## config.mk

```make
export PLATFORM = sky130hd
export DESIGN_NAME = index_arith_unit_32
export DESIGN_NICKNAME = d
export VERILOG_FILES = /design/src/index_arith_pkg.sv /design/src/index_arith_unit_32.sv
export SDC_FILE = /design/constraint.sdc
export NUM_CORES = 1
export LEC_CHECK = 0
export ABC_AREA = 0
export CAP_MARGIN = 5
export CORE_ASPECT_RATIO = 1.2
export CORE_MARGIN = 2
export CORE_UTILIZATION = 40
export CTS_BUF_LIST = sky130_fd_sc_hd__clkbuf_4 sky130_fd_sc_hd__clkbuf_8 sky130_fd_sc_hd__clkbuf_16
export DETAILED_ROUTE_END_ITERATION = 6
export DONT_BUFFER_PORTS = 1
export GPL_ROUTABILITY_DRIVEN = 0
export PLACE_DENSITY_LB_ADDON = 0.08
export SLEW_MARGIN = 30
export SYNTH_ARGS = -nofsm -noshare
export SYNTH_HDL_FRONTEND = slang
export SYNTH_SLANG_ARGS = --single-unit
```

## constraint.sdc

```tcl
create_clock -name sys_clk -period 5.4 [get_ports sys_clk]
set_input_delay 1.62 -clock sys_clk [delete_from_list [all_inputs] [get_ports sys_clk]]
set_output_delay 1.62 -clock sys_clk [all_outputs]
set_load 0.1 [all_outputs]
```

## src/index_arith_pkg.sv

```systemverilog
// package: constants, function codes and carrier structs for the index arithmetic unit
package index_arith_pkg;
   localparam int unsigned SYS_CLK_MHZ = 20;
   localparam int unsigned EMPTY_WAIT_NS = 25;
   localparam int unsigned EMPTY_WAIT_CYC_RAW = (EMPTY_WAIT_NS * SYS_CLK_MHZ + 999) / 1000;
   localparam int unsigned EMPTY_WAIT_CYC = (EMPTY_WAIT_CYC_RAW < 1) ? 1 : EMPTY_WAIT_CYC_RAW;
   localparam int unsigned MOD_PULSE_NS = 20;
   localparam int unsigned MOD_PULSE_CYC_RAW = (MOD_PULSE_NS * SYS_CLK_MHZ) / 1000;
   localparam int unsigned MOD_PULSE_CYC = (MOD_PULSE_CYC_RAW < 1) ? 1 : MOD_PULSE_CYC_RAW;
   localparam int unsigned WORD_W = 32;
   localparam int unsigned HW_W = 64;
   localparam int unsigned LANE_W = 48;
   localparam int unsigned LO_HALF_LSB = 0;
   localparam int unsigned HI_HALF_LSB = 32;
   localparam int unsigned OVF_BIT = 0;
   localparam int unsigned MASK_BIT = 4;
   localparam logic [3:0] FN_LOAD = 4'h0;
   localparam logic [3:0] FN_LOAD_DEC = 4'h1;
   localparam logic [3:0] FN_STACK_LOAD = 4'h2;
   localparam logic [3:0] FN_STORE = 4'h3;
   localparam logic [3:0] FN_ADD = 4'h4;
   localparam logic [3:0] FN_SUB = 4'h5;
   localparam logic [3:0] FN_MUL = 4'h6;
   localparam logic [3:0] FN_DIV = 4'h7;
   localparam logic [3:0] FN_XOR = 4'h8;
   localparam logic [3:0] FN_OR = 4'h9;
   localparam logic [3:0] FN_SHIFT = 4'ha;
   localparam logic [3:0] FN_AND = 4'hb;
   localparam logic [3:0] FN_RSUB = 4'hc;
   localparam logic [3:0] FN_COMP = 4'hd;
   localparam logic [3:0] FN_RDIV = 4'he;
   localparam logic [3:0] FN_COMP_INC = 4'hf;

   typedef struct packed {
      logic [LANE_W-1:0] data;
      logic [3:0] function_code_bits;
      logic [3:0] intreg_select_bits;
      logic route_select_bit;
      logic modifier_request_bit;
      logic intreg_order_flag;
   } order_in_t;

   typedef struct packed {
      logic store_data_present;
      logic route_echo_out;
      logic [LANE_W-1:0] data;
   } store_out_t;

   typedef struct packed {
      logic test_result_strobe;
      logic [2:0] test_result_lines;
   } test_out_t;
endpackage

```

## src/index_arith_unit_32.sv

```systemverilog
// index arithmetic unit: order buffer, one-hot function decode, adder, logic unit, handshakes
`timescale 1ns/100ps

module index_arith_unit_32 (
   input wire logic sys_clk,
   input wire logic rst,
   input wire logic highway_input_strobe,
   input wire index_arith_pkg::order_in_t order_in,
   input wire logic transfer_complete_in,
   input wire logic overflow_mask_bit,
   output logic ready_for_order_pulse,
   output logic buffer_empty_flag,
   output logic unit_inactive_flag,
   output index_arith_pkg::store_out_t store_out,
   output logic [index_arith_pkg::WORD_W-1:0] modifier_data_out,
   output logic modifier_ready_pulse,
   output index_arith_pkg::test_out_t test_out,
   output logic overflow_fault_out
);
   import index_arith_pkg::*;

   typedef enum logic [1:0] {ST_IDLE, ST_EXEC, ST_STORE_WAIT, ST_MOD} exec_state_t;

   typedef struct packed {
      logic strobe_s1;
      logic strobe_s2;
      logic strobe_s3;
      logic tc_s1;
      logic tc_s2;
      logic mask_s1;
      logic mask_s2;
      order_in_t pin_s1;
      order_in_t pin_s2;
      logic buf_full;
      logic [HW_W-1:0] operand_input_buffer;
      logic [3:0] function_input_buffer;
      logic [3:0] function_input_buffer_copy;
      logic [3:0] intreg_select_buffer;
      logic buf_route;
      logic buf_mod;
      logic buf_iro;
      exec_state_t st;
      logic [HW_W-1:0] operand_reg_copy;
      logic [WORD_W:0] second_operand_reg;
      logic [WORD_W:0] second_operand_slave_reg;
      logic [15:0] onehot_function_flops;
      logic [3:0] intreg_sel;
      logic ex_route;
      logic ex_mod;
      logic ex_iro;
      logic [WORD_W-1:0] adder_out_reg;
      logic [WORD_W-1:0] logic_out_reg;
      logic [WORD_W-1:0] accumulator_reg;
      logic [HW_W-1:0] intreg0;
      logic [HW_W-1:0] intreg1;
      logic [WORD_W-1:0] overflow_condition_field;
      logic [3:0] empty_cnt;
      logic [3:0] mod_cnt;
      logic rdy;
      logic bempty;
      logic binact;
      store_out_t so;
      logic [WORD_W-1:0] mod_data;
      logic mod_pulse;
      test_out_t tst;
      logic fault;
   } state_t;

   state_t s_q;
   state_t s_d;

   // highway lanes carry bits 0-15 and 32-63; 16-31 are always zero
   function automatic logic [HW_W-1:0] unpack_lanes(input logic [LANE_W-1:0] l);
      unpack_lanes = {l[LANE_W-1:16], 16'h0000, l[15:0]};
   endfunction

   function automatic logic [LANE_W-1:0] pack_lanes(input logic [HW_W-1:0] w);
      pack_lanes = {w[HW_W-1:HI_HALF_LSB], w[15:0]};
   endfunction

   function automatic logic sel_one(input logic [3:0] code);
      sel_one = code[0];
   endfunction

   logic [WORD_W-1:0] op_b;
   logic [WORD_W:0] sum;
   logic ovf;
   logic fn_is_store;

   always_comb begin
      s_d = s_q;
      // highway bits 32-63 (upper verilog half) are the least significant word
      op_b = s_q.operand_reg_copy[HW_W-1:HI_HALF_LSB];
      sum = '0;
      ovf = 1'b0;
      fn_is_store = s_q.onehot_function_flops[FN_STORE];
      s_d.rdy = 1'b0;
      s_d.tst.test_result_strobe = 1'b0;
      // pins pass two flops before use
      s_d.strobe_s1 = highway_input_strobe;
      s_d.strobe_s2 = s_q.strobe_s1;
      s_d.strobe_s3 = s_q.strobe_s2;
      s_d.tc_s1 = transfer_complete_in;
      s_d.tc_s2 = s_q.tc_s1;
      s_d.mask_s1 = overflow_mask_bit;
      s_d.mask_s2 = s_q.mask_s1;
      s_d.pin_s1 = order_in;
      s_d.pin_s2 = s_q.pin_s1;

      // capture on rising edge of the synchronised strobe
      if (s_q.strobe_s2 && !s_q.strobe_s3 && !s_q.buf_full) begin
         s_d.buf_full = 1'b1;
         s_d.operand_input_buffer = unpack_lanes(s_q.pin_s2.data);
         s_d.function_input_buffer = s_q.pin_s2.function_code_bits;
         s_d.function_input_buffer_copy = s_q.pin_s2.function_code_bits;
         s_d.intreg_select_buffer = s_q.pin_s2.intreg_select_bits;
         s_d.buf_route = s_q.pin_s2.route_select_bit;
         s_d.buf_mod = s_q.pin_s2.modifier_request_bit;
         s_d.buf_iro = s_q.pin_s2.intreg_order_flag;
         s_d.bempty = 1'b0;
         s_d.binact = 1'b0;
         s_d.empty_cnt = '0;
      end else if (!s_q.buf_full && !s_q.bempty) begin
         // no order arrived soon enough after ready
         if (s_q.empty_cnt >= 4'(EMPTY_WAIT_CYC - 1))
            s_d.bempty = 1'b1;
         else
            s_d.empty_cnt = s_q.empty_cnt + 4'h1;
      end

      unique case (s_q.st)
         ST_IDLE: begin
            if (s_q.buf_full) begin
               // transfer buffer into operand registers and decode function
               s_d.buf_full = 1'b0;
               s_d.operand_reg_copy = s_q.operand_input_buffer;
               s_d.second_operand_reg = {1'b0, s_q.operand_input_buffer[HW_W-1:HI_HALF_LSB]};
               s_d.onehot_function_flops = 16'h0001 << s_q.function_input_buffer;
               s_d.intreg_sel = s_q.intreg_select_buffer;
               s_d.ex_route = s_q.buf_route;
               s_d.ex_mod = s_q.buf_mod;
               s_d.ex_iro = s_q.buf_iro;
               s_d.rdy = 1'b1;
               s_d.empty_cnt = '0;
               s_d.st = ST_EXEC;
            end else if (!s_q.bempty || !s_q.binact) begin
               // a capture in this cycle must not be masked by the lagging copy
               s_d.binact = s_q.bempty && s_d.bempty;
            end
         end
         ST_EXEC: begin
            s_d.second_operand_slave_reg = s_q.second_operand_reg;
            s_d.st = s_q.ex_mod ? ST_MOD : ST_IDLE;
            if (s_q.ex_iro) begin
               if (fn_is_store) begin
                  // internal register write: only the 48 lane bits significant, bits 16-31 always zero
                  if (sel_one(s_q.intreg_sel))
                     s_d.intreg1 = s_q.operand_reg_copy;
                  else
                     s_d.intreg0 = s_q.operand_reg_copy;
               end else begin
                  s_d.so.data = pack_lanes(sel_one(s_q.intreg_sel) ? s_q.intreg1 : s_q.intreg0);
                  s_d.so.store_data_present = 1'b1;
                  s_d.so.route_echo_out = s_q.ex_route;
                  s_d.overflow_condition_field[OVF_BIT] = 1'b0;
                  s_d.st = ST_STORE_WAIT;
               end
            end else begin
               unique case (1'b1)
                  s_q.onehot_function_flops[FN_LOAD],
                  s_q.onehot_function_flops[FN_STACK_LOAD]: begin
                     sum = {1'b0, op_b};
                     s_d.adder_out_reg = sum[WORD_W-1:0];
                     s_d.accumulator_reg = sum[WORD_W-1:0];
                  end
                  s_q.onehot_function_flops[FN_LOAD_DEC],
                  s_q.onehot_function_flops[FN_ADD],
                  s_q.onehot_function_flops[FN_SUB],
                  s_q.onehot_function_flops[FN_RSUB],
                  s_q.onehot_function_flops[FN_COMP],
                  s_q.onehot_function_flops[FN_COMP_INC],
                  s_q.onehot_function_flops[FN_MUL]: begin
                     // multiply is reduced to add here; iterative loop not modelled
                     logic [WORD_W-1:0] a;
                     logic [WORD_W-1:0] b;
                     logic cin;
                     a = s_q.accumulator_reg;
                     b = op_b;
                     cin = 1'b0;
                     if (s_q.onehot_function_flops[FN_LOAD_DEC]) begin
                        a = op_b;
                        b = '1;
                     end else if (s_q.onehot_function_flops[FN_SUB] ||
                                  s_q.onehot_function_flops[FN_COMP] ||
                                  s_q.onehot_function_flops[FN_COMP_INC]) begin
                        b = ~op_b;
                        cin = 1'b1;
                     end else if (s_q.onehot_function_flops[FN_RSUB]) begin
                        a = ~s_q.accumulator_reg;
                        cin = 1'b1;
                     end
                     sum = {1'b0, a} + {1'b0, b} + {32'h0, cin};
                     ovf = (a[WORD_W-1] == b[WORD_W-1]) && (sum[WORD_W-1] != a[WORD_W-1]);
                     s_d.adder_out_reg = sum[WORD_W-1:0];
                     if (s_q.onehot_function_flops[FN_COMP] ||
                         s_q.onehot_function_flops[FN_COMP_INC]) begin
                        // sign corrected on overflow before testing
                        s_d.tst.test_result_lines = {sum[WORD_W-1] ^ ovf,
                                                     sum[WORD_W-1:0] != '0, ovf};
                        s_d.tst.test_result_strobe = 1'b1;
                        if (s_q.onehot_function_flops[FN_COMP_INC])
                           s_d.accumulator_reg = s_q.accumulator_reg + 32'h1;
                     end else begin
                        s_d.accumulator_reg = sum[WORD_W-1:0];
                     end
                     if (ovf)
                        s_d.overflow_condition_field[OVF_BIT] = 1'b1;
                  end
                  s_q.onehot_function_flops[FN_AND],
                  s_q.onehot_function_flops[FN_OR],
                  s_q.onehot_function_flops[FN_XOR]: begin
                     logic [WORD_W-1:0] lr;
                     lr = s_q.accumulator_reg ^ op_b;
                     if (s_q.onehot_function_flops[FN_AND])
                        lr = s_q.accumulator_reg & op_b;
                     else if (s_q.onehot_function_flops[FN_OR])
                        lr = s_q.accumulator_reg | op_b;
                     s_d.logic_out_reg = lr;
                     s_d.accumulator_reg = lr;
                  end
                  s_q.onehot_function_flops[FN_SHIFT]: begin
                     // single-pass shift from second_operand_reg, not the slave copy; count low 5 bits, bit 31 sign
                     logic [4:0] cnt;
                     cnt = s_q.second_operand_reg[4:0];
                     if (s_q.second_operand_reg[WORD_W-1])
                        s_d.accumulator_reg = WORD_W'($signed(op_b) >>> (~cnt + 5'h1));
                     else
                        s_d.accumulator_reg = op_b << cnt;
                  end
                  s_q.onehot_function_flops[FN_STORE]: begin
                     s_d.so.data = pack_lanes({s_q.accumulator_reg, 32'h0});
                     s_d.so.store_data_present = 1'b1;
                     s_d.so.route_echo_out = s_q.ex_route;
                     s_d.st = ST_STORE_WAIT;
                  end
                  default: begin
                     // divide and reverse divide: accepted, no effect
                     s_d.accumulator_reg = s_q.accumulator_reg;
                  end
               endcase
            end
         end
         ST_STORE_WAIT: begin
            if (s_q.tc_s2) begin
               s_d.so.store_data_present = 1'b0;
               s_d.so.route_echo_out = 1'b0;
               s_d.st = s_q.ex_mod ? ST_MOD : ST_IDLE;
            end
         end
         ST_MOD: begin
            if (!s_q.mod_pulse) begin
               s_d.mod_data = s_q.accumulator_reg;
               s_d.mod_pulse = 1'b1;
               s_d.mod_cnt = 4'(MOD_PULSE_CYC - 1);
            end else if (s_q.mod_cnt == 4'h0) begin
               s_d.mod_pulse = 1'b0;
               s_d.st = ST_IDLE;
            end else begin
               s_d.mod_cnt = s_q.mod_cnt - 4'h1;
            end
         end
      endcase
      s_d.fault = s_d.overflow_condition_field[OVF_BIT] && !s_q.mask_s2;
   end

   always_ff @(posedge sys_clk) begin
      if (rst) begin
         s_q <= '0;
         s_q.bempty <= 1'b1;
         s_q.binact <= 1'b1;
         s_q.st <= ST_IDLE;
      end else begin
         s_q <= s_d;
      end
   end

   assign ready_for_order_pulse = s_q.rdy;
   assign buffer_empty_flag = s_q.bempty;
   assign unit_inactive_flag = s_q.binact;
   assign store_out = s_q.so;
   assign modifier_data_out = s_q.mod_data;
   assign modifier_ready_pulse = s_q.mod_pulse;
   assign test_out = s_q.tst;
   assign overflow_fault_out = s_q.fault;
endmodule // index_arith_unit_32

```

==> results.sh, run 1 <==
export IMPL_dieWidth_um=240
export IMPL_num_rows=104
export IMPL_fin_crit_sh_pct=89.5
export IMPL_startpoint_type="flop"
export IMPL_cts_resized=0
export IMPL_clk_latency_ns=0.63
export IMPL_cts_tree="done"
export IMPL_clk_path_buf_depth=3
export IMPL_period_needed_ns=4.83
export IMPL_core_area_sq_um=66800
export IMPL_worst_ep_arrival_time_ns=5.34
export IMPL_ios=155
export IMPL_wl_um=89800
export IMPL_layout_drive_gt1_share_pct=9.52
export IMPL_max_cap_violations=0
export IMPL_drc_errors=0
export IMPL_p_leak_uw=0.00961
export IMPL_cts_root_buffer="clkbuf_16"
export IMPL_cts_sinks=468
export IMPL_min_path_type="flop to flop"
export IMPL_htreeDepth=2
export IMPL_grt_first_pass_wirelength_um=137000
export IMPL_vias=23300
export IMPL_drtAntennaViolNets=0
export IMPL_tritoncts_num_buffers=50
export IMPL_grt_pass1_vias=22100
export IMPL_drt_vias_per_instance=5.67
export IMPL_path_max_fanout=12
export IMPL_status="finished, final reports clean"
export IMPL_post_cts_setup_buffer_count=0
export IMPL_finalHoldViolCount=0
export IMPL_drt_iter0_markers=1970
export IMPL_timing_final_max_slew_violations=0
export IMPL_grt_max_degree=468
export IMPL_postSynth_asyncResetShare_pct=0
export IMPL_worst_pin_slew_ns=1.04
export IMPL_rsz0062_at_grt="false"
export IMPL_area_delta_synth_final_pct=6.05
export IMPL_wl_per_cell_um=21.9
export IMPL_ys_ff_latch=468
export IMPL_synth_edf_count=0
export IMPL_hpwl_um=62600
export IMPL_synthTopCellsByArea="dfxtp_1, nand2_1, a21oi_1"
export IMPL_dr_pass1_iters=5
export IMPL_ys_warnings_count=0
export IMPL_max_freq_mhz=207
export IMPL_die_area_sq_um=69200
export IMPL_io_buffers=0
export IMPL_synth_top_area_share_pct=34.9
export IMPL_fin_nets=3333
export IMPL_grt_usage_pct=25.6
export IMPL_initial_core_util_pct=40.2
export IMPL_relSlewSlack_pct=30.6
export IMPL_crit_type="flop to flop"
export IMPL_fin_cells=4107
export IMPL_synth_seq_area_share_pct=34.9
export IMPL_synthCells=3412
export IMPL_worst_ir_drop_vdd_v=0.000233
export IMPL_finalSetupViolations=0
export IMPL_ys_flop_type="dfxtp_1"
export IMPL_tns_ns=0
export IMPL_grt_antenna_before_repair=1
export IMPL_clk_pin_slew_ns=0.07
export IMPL_synth_area_sq_um=26800
export IMPL_dieHeight_um=288
export IMPL_grt_ovfl_total=0
export IMPL_final_setup_skew_ns=0.0675
export IMPL_dp_cells=4013
export IMPL_cp_end_kind="flop"
export IMPL_cp_data_required_time_ns=5.91
export IMPL_hold_buffers=0
export IMPL_syn_nets=3581
export IMPL_powerDensity_nw_per_um2=252
export IMPL_synth_cell_types=92
export IMPL_syn_area_per_cell_sq_um=7.86
export IMPL_yosys_area_top_type="dfxtp_1"
stage by stage:
stage | instance area, sq um | hold slack [ns] | setup slack [ns] | power, uW | util, %
after CTS | 28400 | 0.401 | 0.600 | 7290 | 42.6
after global placement | 26700 | 0.424 | 0.630 | 3680 | 39.9
after floorplan | 26800 | 0.414 | 0.859 | 3710 | -
after detailed placement | 26700 | 0.424 | 0.619 | 3680 | 40.0
after global routing | 28500 | 0.436 | 0.237 | 7430 | 42.6
final | 28500 | 0.396 | 0.566 | 7180 | 42.6
placed cells by master (no fill, tap or decap), drive strengths merged, types with 7 or more instances in the layout:
| cell type | instances |
|---|---|
| nor2b | 164 |
| a21o | 23 |
| a211oi | 77 |
| a311oi | 7 |
| nand2b | 9 |
| nor4 | 13 |
| a221oi | 37 |
| dfxtp | 468 |
| mux4 | 52 |
| mux2i | 74 |
| o21a | 12 |
| nor3 | 30 |
| clkinv | 13 |
| ha | 103 |
| a31oi | 15 |
| buf | 77 |
| o211ai | 21 |
| inv | 80 |
| nand3 | 50 |
| xnor2 | 77 |
| xor2 | 13 |
| a21oi | 420 |
| and4 | 7 |
| nand4 | 23 |
| clkbuf | 72 |
| o221ai | 15 |
| a22oi | 19 |
| o21ai | 114 |
| nor2 | 282 |
| o21bai | 36 |
| and2 | 10 |
| or3 | 7 |
| nand2 | 694 |
| and3 | 9 |
Yosys cell counts, drive strengths merged, types with 9 or more instances:
| library cell | n |
|---|---|
| o211ai | 21 |
| o221ai | 15 |
| nand4 | 23 |
| o21bai | 36 |
| nor2 | 282 |
| nand3 | 50 |
| nor2b | 164 |
| a21o | 23 |
| nand2b | 9 |
| dfxtp | 468 |
| a22oi | 19 |
| nor4 | 13 |
| o21ai | 114 |
| nand2 | 694 |
| and2 | 10 |
| o21a | 12 |
| clkbuf | 227 |
| mux2i | 74 |
| and3 | 9 |
| mux4 | 52 |
| a211oi | 77 |
| inv | 76 |
| nor3 | 30 |
| a221oi | 37 |
| a31oi | 15 |
| xor2 | 13 |
| ha | 103 |
| a21oi | 420 |
| xnor2 | 77 |
| buf | 149 |
where the power goes:
group	total (uW)	switching [uW]	internal, uW	leakage, uW
Clock	3580	1490	2090	0.000872
Combinational	82.0	46.0	36.0	0.00494
Sequential	3520	22.8	3500	0.00380
Total	7180	1560	5620	0.00961
critical path, cell delays in order, from the launching register on:
cell and delay, ns:
dfxtp_1 0.36, or2_1 0.33, nor2_8 0.23, and2_2 0.23, xnor2_1 0.12, o21ai_0 0.11
fa_1 0.50, fa_1 0.50, a211o_1 0.37, a21oi_1 0.31, o21ai_1 0.17, a31oi_1 0.24
xnor2_1 0.12, nor4b_1 0.56, and4_1 0.34, and4_1 0.19, nor3_1 0.04
final timing paths:
path	from	endpoint	slack, ns	depth (start not counted)
worst min register to register	s_q[591]	s_q[511]	0.40	2
worst max register to register	s_q[375]	test_out[1]	0.57	16
worst min-delay path	s_q[591]	s_q[511]	0.40	2
worst max-delay path	s_q[375]	test_out[1]	0.57	16
routing by layer:
metal  part of all wire (%)  GRT usage (%)  vias to the layer above
met5                  0.014              0                        -
met4                    5.4           12.9                        2
met3                    6.4           4.01                      201
met2                     45           40.8                      840
met1                     43           33.5                    11100
li1                       -              -                    11100
registers in the layout (all words and copies together), names as in the netlist:
register,count
buffer_empty_flag,1
fn_is_store,1
modifier_data_out,32
modifier_ready_pulse,1
overflow_fault_out,1
ready_for_order_pulse,1
s_d,60
s_q,316
store_out,50
test_out,4
unit_inactive_flag,1
cell families after synthesis:
group | count (synthesis) | share of synthesized area, %
compound gates | 848 | 19.7
simple gates | 1315 | 21.7
flops | 468 | 34.9
xor+xnor | 90 | 2.97
fa+ha+maj | 105 | 4.95
mux | 132 | 7.38
buf+inv | 454 | 8.43
final cells by class:
cell class | instances | area, sq um
multi-input combinational | 2490 | 15300
fill | 6861 | 38300
inverter | 77 | 289
sequential | 468 | 9390
antenna | 1 | 2.50
timing repair buffer | 77 | 594
tap | 901 | 1130
clock inverter | 21 | 251
clock buffer | 72 | 1490
No activity file was read; power rests on OpenSTA's default activity.
==> inputs of run 2 (changes only) <==
--- a/config.mk
+++ b/config.mk
@@ -7,7 +7,7 @@
 export LEC_CHECK = 0
 export ABC_AREA = 0
 export CAP_MARGIN = 5
-export CORE_ASPECT_RATIO = 1.2
+export CORE_ASPECT_RATIO = 1.5
 export CORE_MARGIN = 2
 export CORE_UTILIZATION = 40
 export CTS_BUF_LIST = sky130_fd_sc_hd__clkbuf_4 sky130_fd_sc_hd__clkbuf_8 sky130_fd_sc_hd__clkbuf_16
==> run 2 against run 1 <==
- the flow now finishes with violations (slew limit)
- setup slack worse by 0.28 ns
- die area about the same
- non-clock buffer count rose by 3
- cell count decreased by 0.66%
- combinational power is 1% higher
- clock power decreased by 7.3%
- first-iteration DRC count is 6.3% higher
- critical path depth is 1 lower
- sequential power about the same
- hold slack better by 0.034 ns
- count of clock-buffer cells in the layout decreased by 5
- utilization down 0.27 points
- critical path type unchanged
==> results.sh, run 2 (same netlist as run 1, synthesis figures left out) <==
export IMPL_cts_tree="done"
export IMPL_status="complete, but fails checks"
export IMPL_reg2reg_setup_slack_ns=0.28
export IMPL_wl_per_cell_um=22.8
export IMPL_powerDensity_nw_per_um2=245
export IMPL_regMostFlops="s_q"
export IMPL_fin_crit_sh_pct=94.8
export IMPL_slowest_delay_ns=0.62
export IMPL_p_leak_uw=0.00953
export IMPL_power_frac_seq_pct=50.9
export IMPL_ios=155
export IMPL_relSlewSlack_pct=-15.4
export IMPL_combinationalPowerShare_pct=1.2
export IMPL_multiInputGateArea_sq_um=15300
export IMPL_wl_um=93100
export IMPL_min_path_type="flop to flop"
export IMPL_whs_ns=0.430
export IMPL_initial_core_util_pct=40.3
export IMPL_vias=23200
export IMPL_area_delta_synth_final_pct=5.17
export IMPL_p_int_uw=5410
export IMPL_rsz0062_at_grt="false"
export IMPL_final_util_pct=42.4
export IMPL_startpoint_type="flop"
export IMPL_grt_ovfl_total=0
export IMPL_crit_type="flop to flop"
export IMPL_num_rows=116
export IMPL_largest_reg_flops=316
export IMPL_cts_root_buffer="clkbuf_16"
export IMPL_fillers=6791
export IMPL_cp_num_buf_inv=1
export IMPL_grt_usage_pct=26.6
export IMPL_path_max_fanout=20
export IMPL_met2_wirelength_um=43800
export IMPL_regArea_sq_um=9390
export IMPL_worst_ir_drop_vdd_v=0.000307
export IMPL_drtAntennaViolNets=0
export IMPL_total_power_uw=6920
export IMPL_wl_met3_um=5750
export IMPL_reg2reg_from="s_q[367]"
export IMPL_tritoncts_num_buffers=47
export IMPL_cts_resized=0
export IMPL_num_antenna_cells=0
export IMPL_grt_first_pass_wirelength_um=142000
export IMPL_post_cts_setup_buffer_count=0
export IMPL_timing_final_max_slew_violations=130
export IMPL_crit_chain="or3_1, buf_4, nor2_1, o21bai_1, fa_1, fa_1, a211o_1, a21oi_1, o21ai_1, a31oi_1, xnor2_1, nor4b_1, and4_1, and4_1, nor3_1"
export IMPL_finalHoldViolCount=0
export IMPL_drt_vias_per_instance=5.68
export IMPL_ff2ff_path_depth=15
export IMPL_place_area_sq_um=26700
export IMPL_clk_latency_ns=0.62
export IMPL_hpwl_um=65500
export IMPL_p_sw_share_pct=21.8
export IMPL_hold_buffers=0
export IMPL_grt_pass1_vias=22900
export IMPL_dieHeight_um=321
export IMPL_drc_errors=0
export IMPL_die_area_sq_um=69200
export IMPL_max_cap_violations=0
export IMPL_switchingPower_uw=1510
export IMPL_grt_antenna_before_repair=0
export IMPL_worst_ep_arrival_time_ns=5.58
export IMPL_grt_max_degree=468
export IMPL_cp_end_kind="flop"
export IMPL_layout_common_cells="nand2_1, dfxtp_1, a21oi_1"
export IMPL_tns_ns=0
export IMPL_worst_pin_slew_ns=1.73
export IMPL_finalSetupViolations=0
export IMPL_reg2reg_to="test_out[1]"
export IMPL_final_setup_skew_ns=0.0258
export IMPL_wl_met1_um=36000
export IMPL_violations="slew limit"
export IMPL_crit_cells=15
export IMPL_p_clk_share_pct=47.9
export IMPL_period_needed_ns=5.12
export IMPL_cts_sinks=468
export IMPL_layout_drive_gt1_share_pct=9.11
export IMPL_slowest_stage="nor4b_1"
export IMPL_clk_path_buf_depth=3
export IMPL_crit_family="simple AND/OR/NAND/NOR gates"
export IMPL_htreeDepth=2
export IMPL_cp_data_required_time_ns=5.86
export IMPL_fin_area_sq_um=28200
export IMPL_core_area_sq_um=66600
export IMPL_dr_pass1_iters=5
export IMPL_fin_nets=3333
export IMPL_max_freq_mhz=195
export IMPL_crit_start="s_q[367]"
export IMPL_drt_iter0_markers=2095
export IMPL_critPathCapture="test_out[1]"
export IMPL_io_buffers=0
export IMPL_final_common_cell="nand2_1"
export IMPL_dieWidth_um=215
export IMPL_top_layer="met4"
export IMPL_clk_pin_slew_ns=0.07
-- run 2: changes by cell type in the layout (fill, tap and decap cells not counted), moves of 2 or more --
cell and change:
clkinvlp_4 +2, clkbuf_16 -3, clkbuf_8 -4, clkbuf_4 +2
clkinv_2 -6, buf_4 +5
-- run 2: final cells by class --
| type | count | share of cell area (%) |
|---|---|---|
| multi-input cells | 2490 | 54.2 |
| flip-flops and latches | 468 | 33.3 |
| clock buffers | 67 | 4.88 |
| well taps | 885 | 3.92 |
| repair buffers | 80 | 2.13 |
| inverters | 77 | 1.02 |
| clock inverters | 13 | 0.599 |
-- run 2: routing by layer --
layer / up-vias / global-route usage (%)
met4: 0 / 18.5
met3: 252 / 4.31
li1: 11100 / -
met5: - / 0
met2: 860 / 44.6
met1: 11000 / 30.9
-- run 2: per-stage QoR --
step | instances | worst slack (ns)
finish | 4080 | 0.282
global route | 4080 | 0.0667
CTS | 4080 | 0.392
detailed placement | 4000 | 0.409
global placement | 3999 | 0.369
floorplan | 3412 | 0.859
-- run 2: worst register-to-register path: cells and delay by family, from the launching register on --
kind / cells / cell delay [ns]
AOI/OAI and AO/OA: 5 / 1.22
xor gates and xnor gates: 1 / 0.12
adders and majority gates: 2 / 1.11
buffers and inverters: 1 / 0.28
DFF: 1 / 0.37
and+or+nand+nor: 6 / 1.86
-- run 2: worst min-delay path by stage --
stage	startpoint	end	slack [ns]	depth (start not counted)
after CTS	s_q[608]	s_q[532]	0.43	2
after floorplan	s_d[713]	s_d[712]	0.41	1
after global placement	s_d[614]	s_q[614]	0.42	1
after detailed placement	s_d[615]	s_q[615]	0.43	1
after global routing	s_q[608]	s_q[532]	0.45	2
final	s_q[608]	s_q[532]	0.43	2
-- run 2: power by group through the flow --
stage                     combinational (uW)  clock (uW)  sequential, uW
after floorplan                          115           0            3590
after global placement                  83.2           0            3600
after detailed placement                84.0           0            3600
after CTS                               84.2        3410            3520
after global routing                    93.2        3540            3520
final                                   83.0        3320            3520
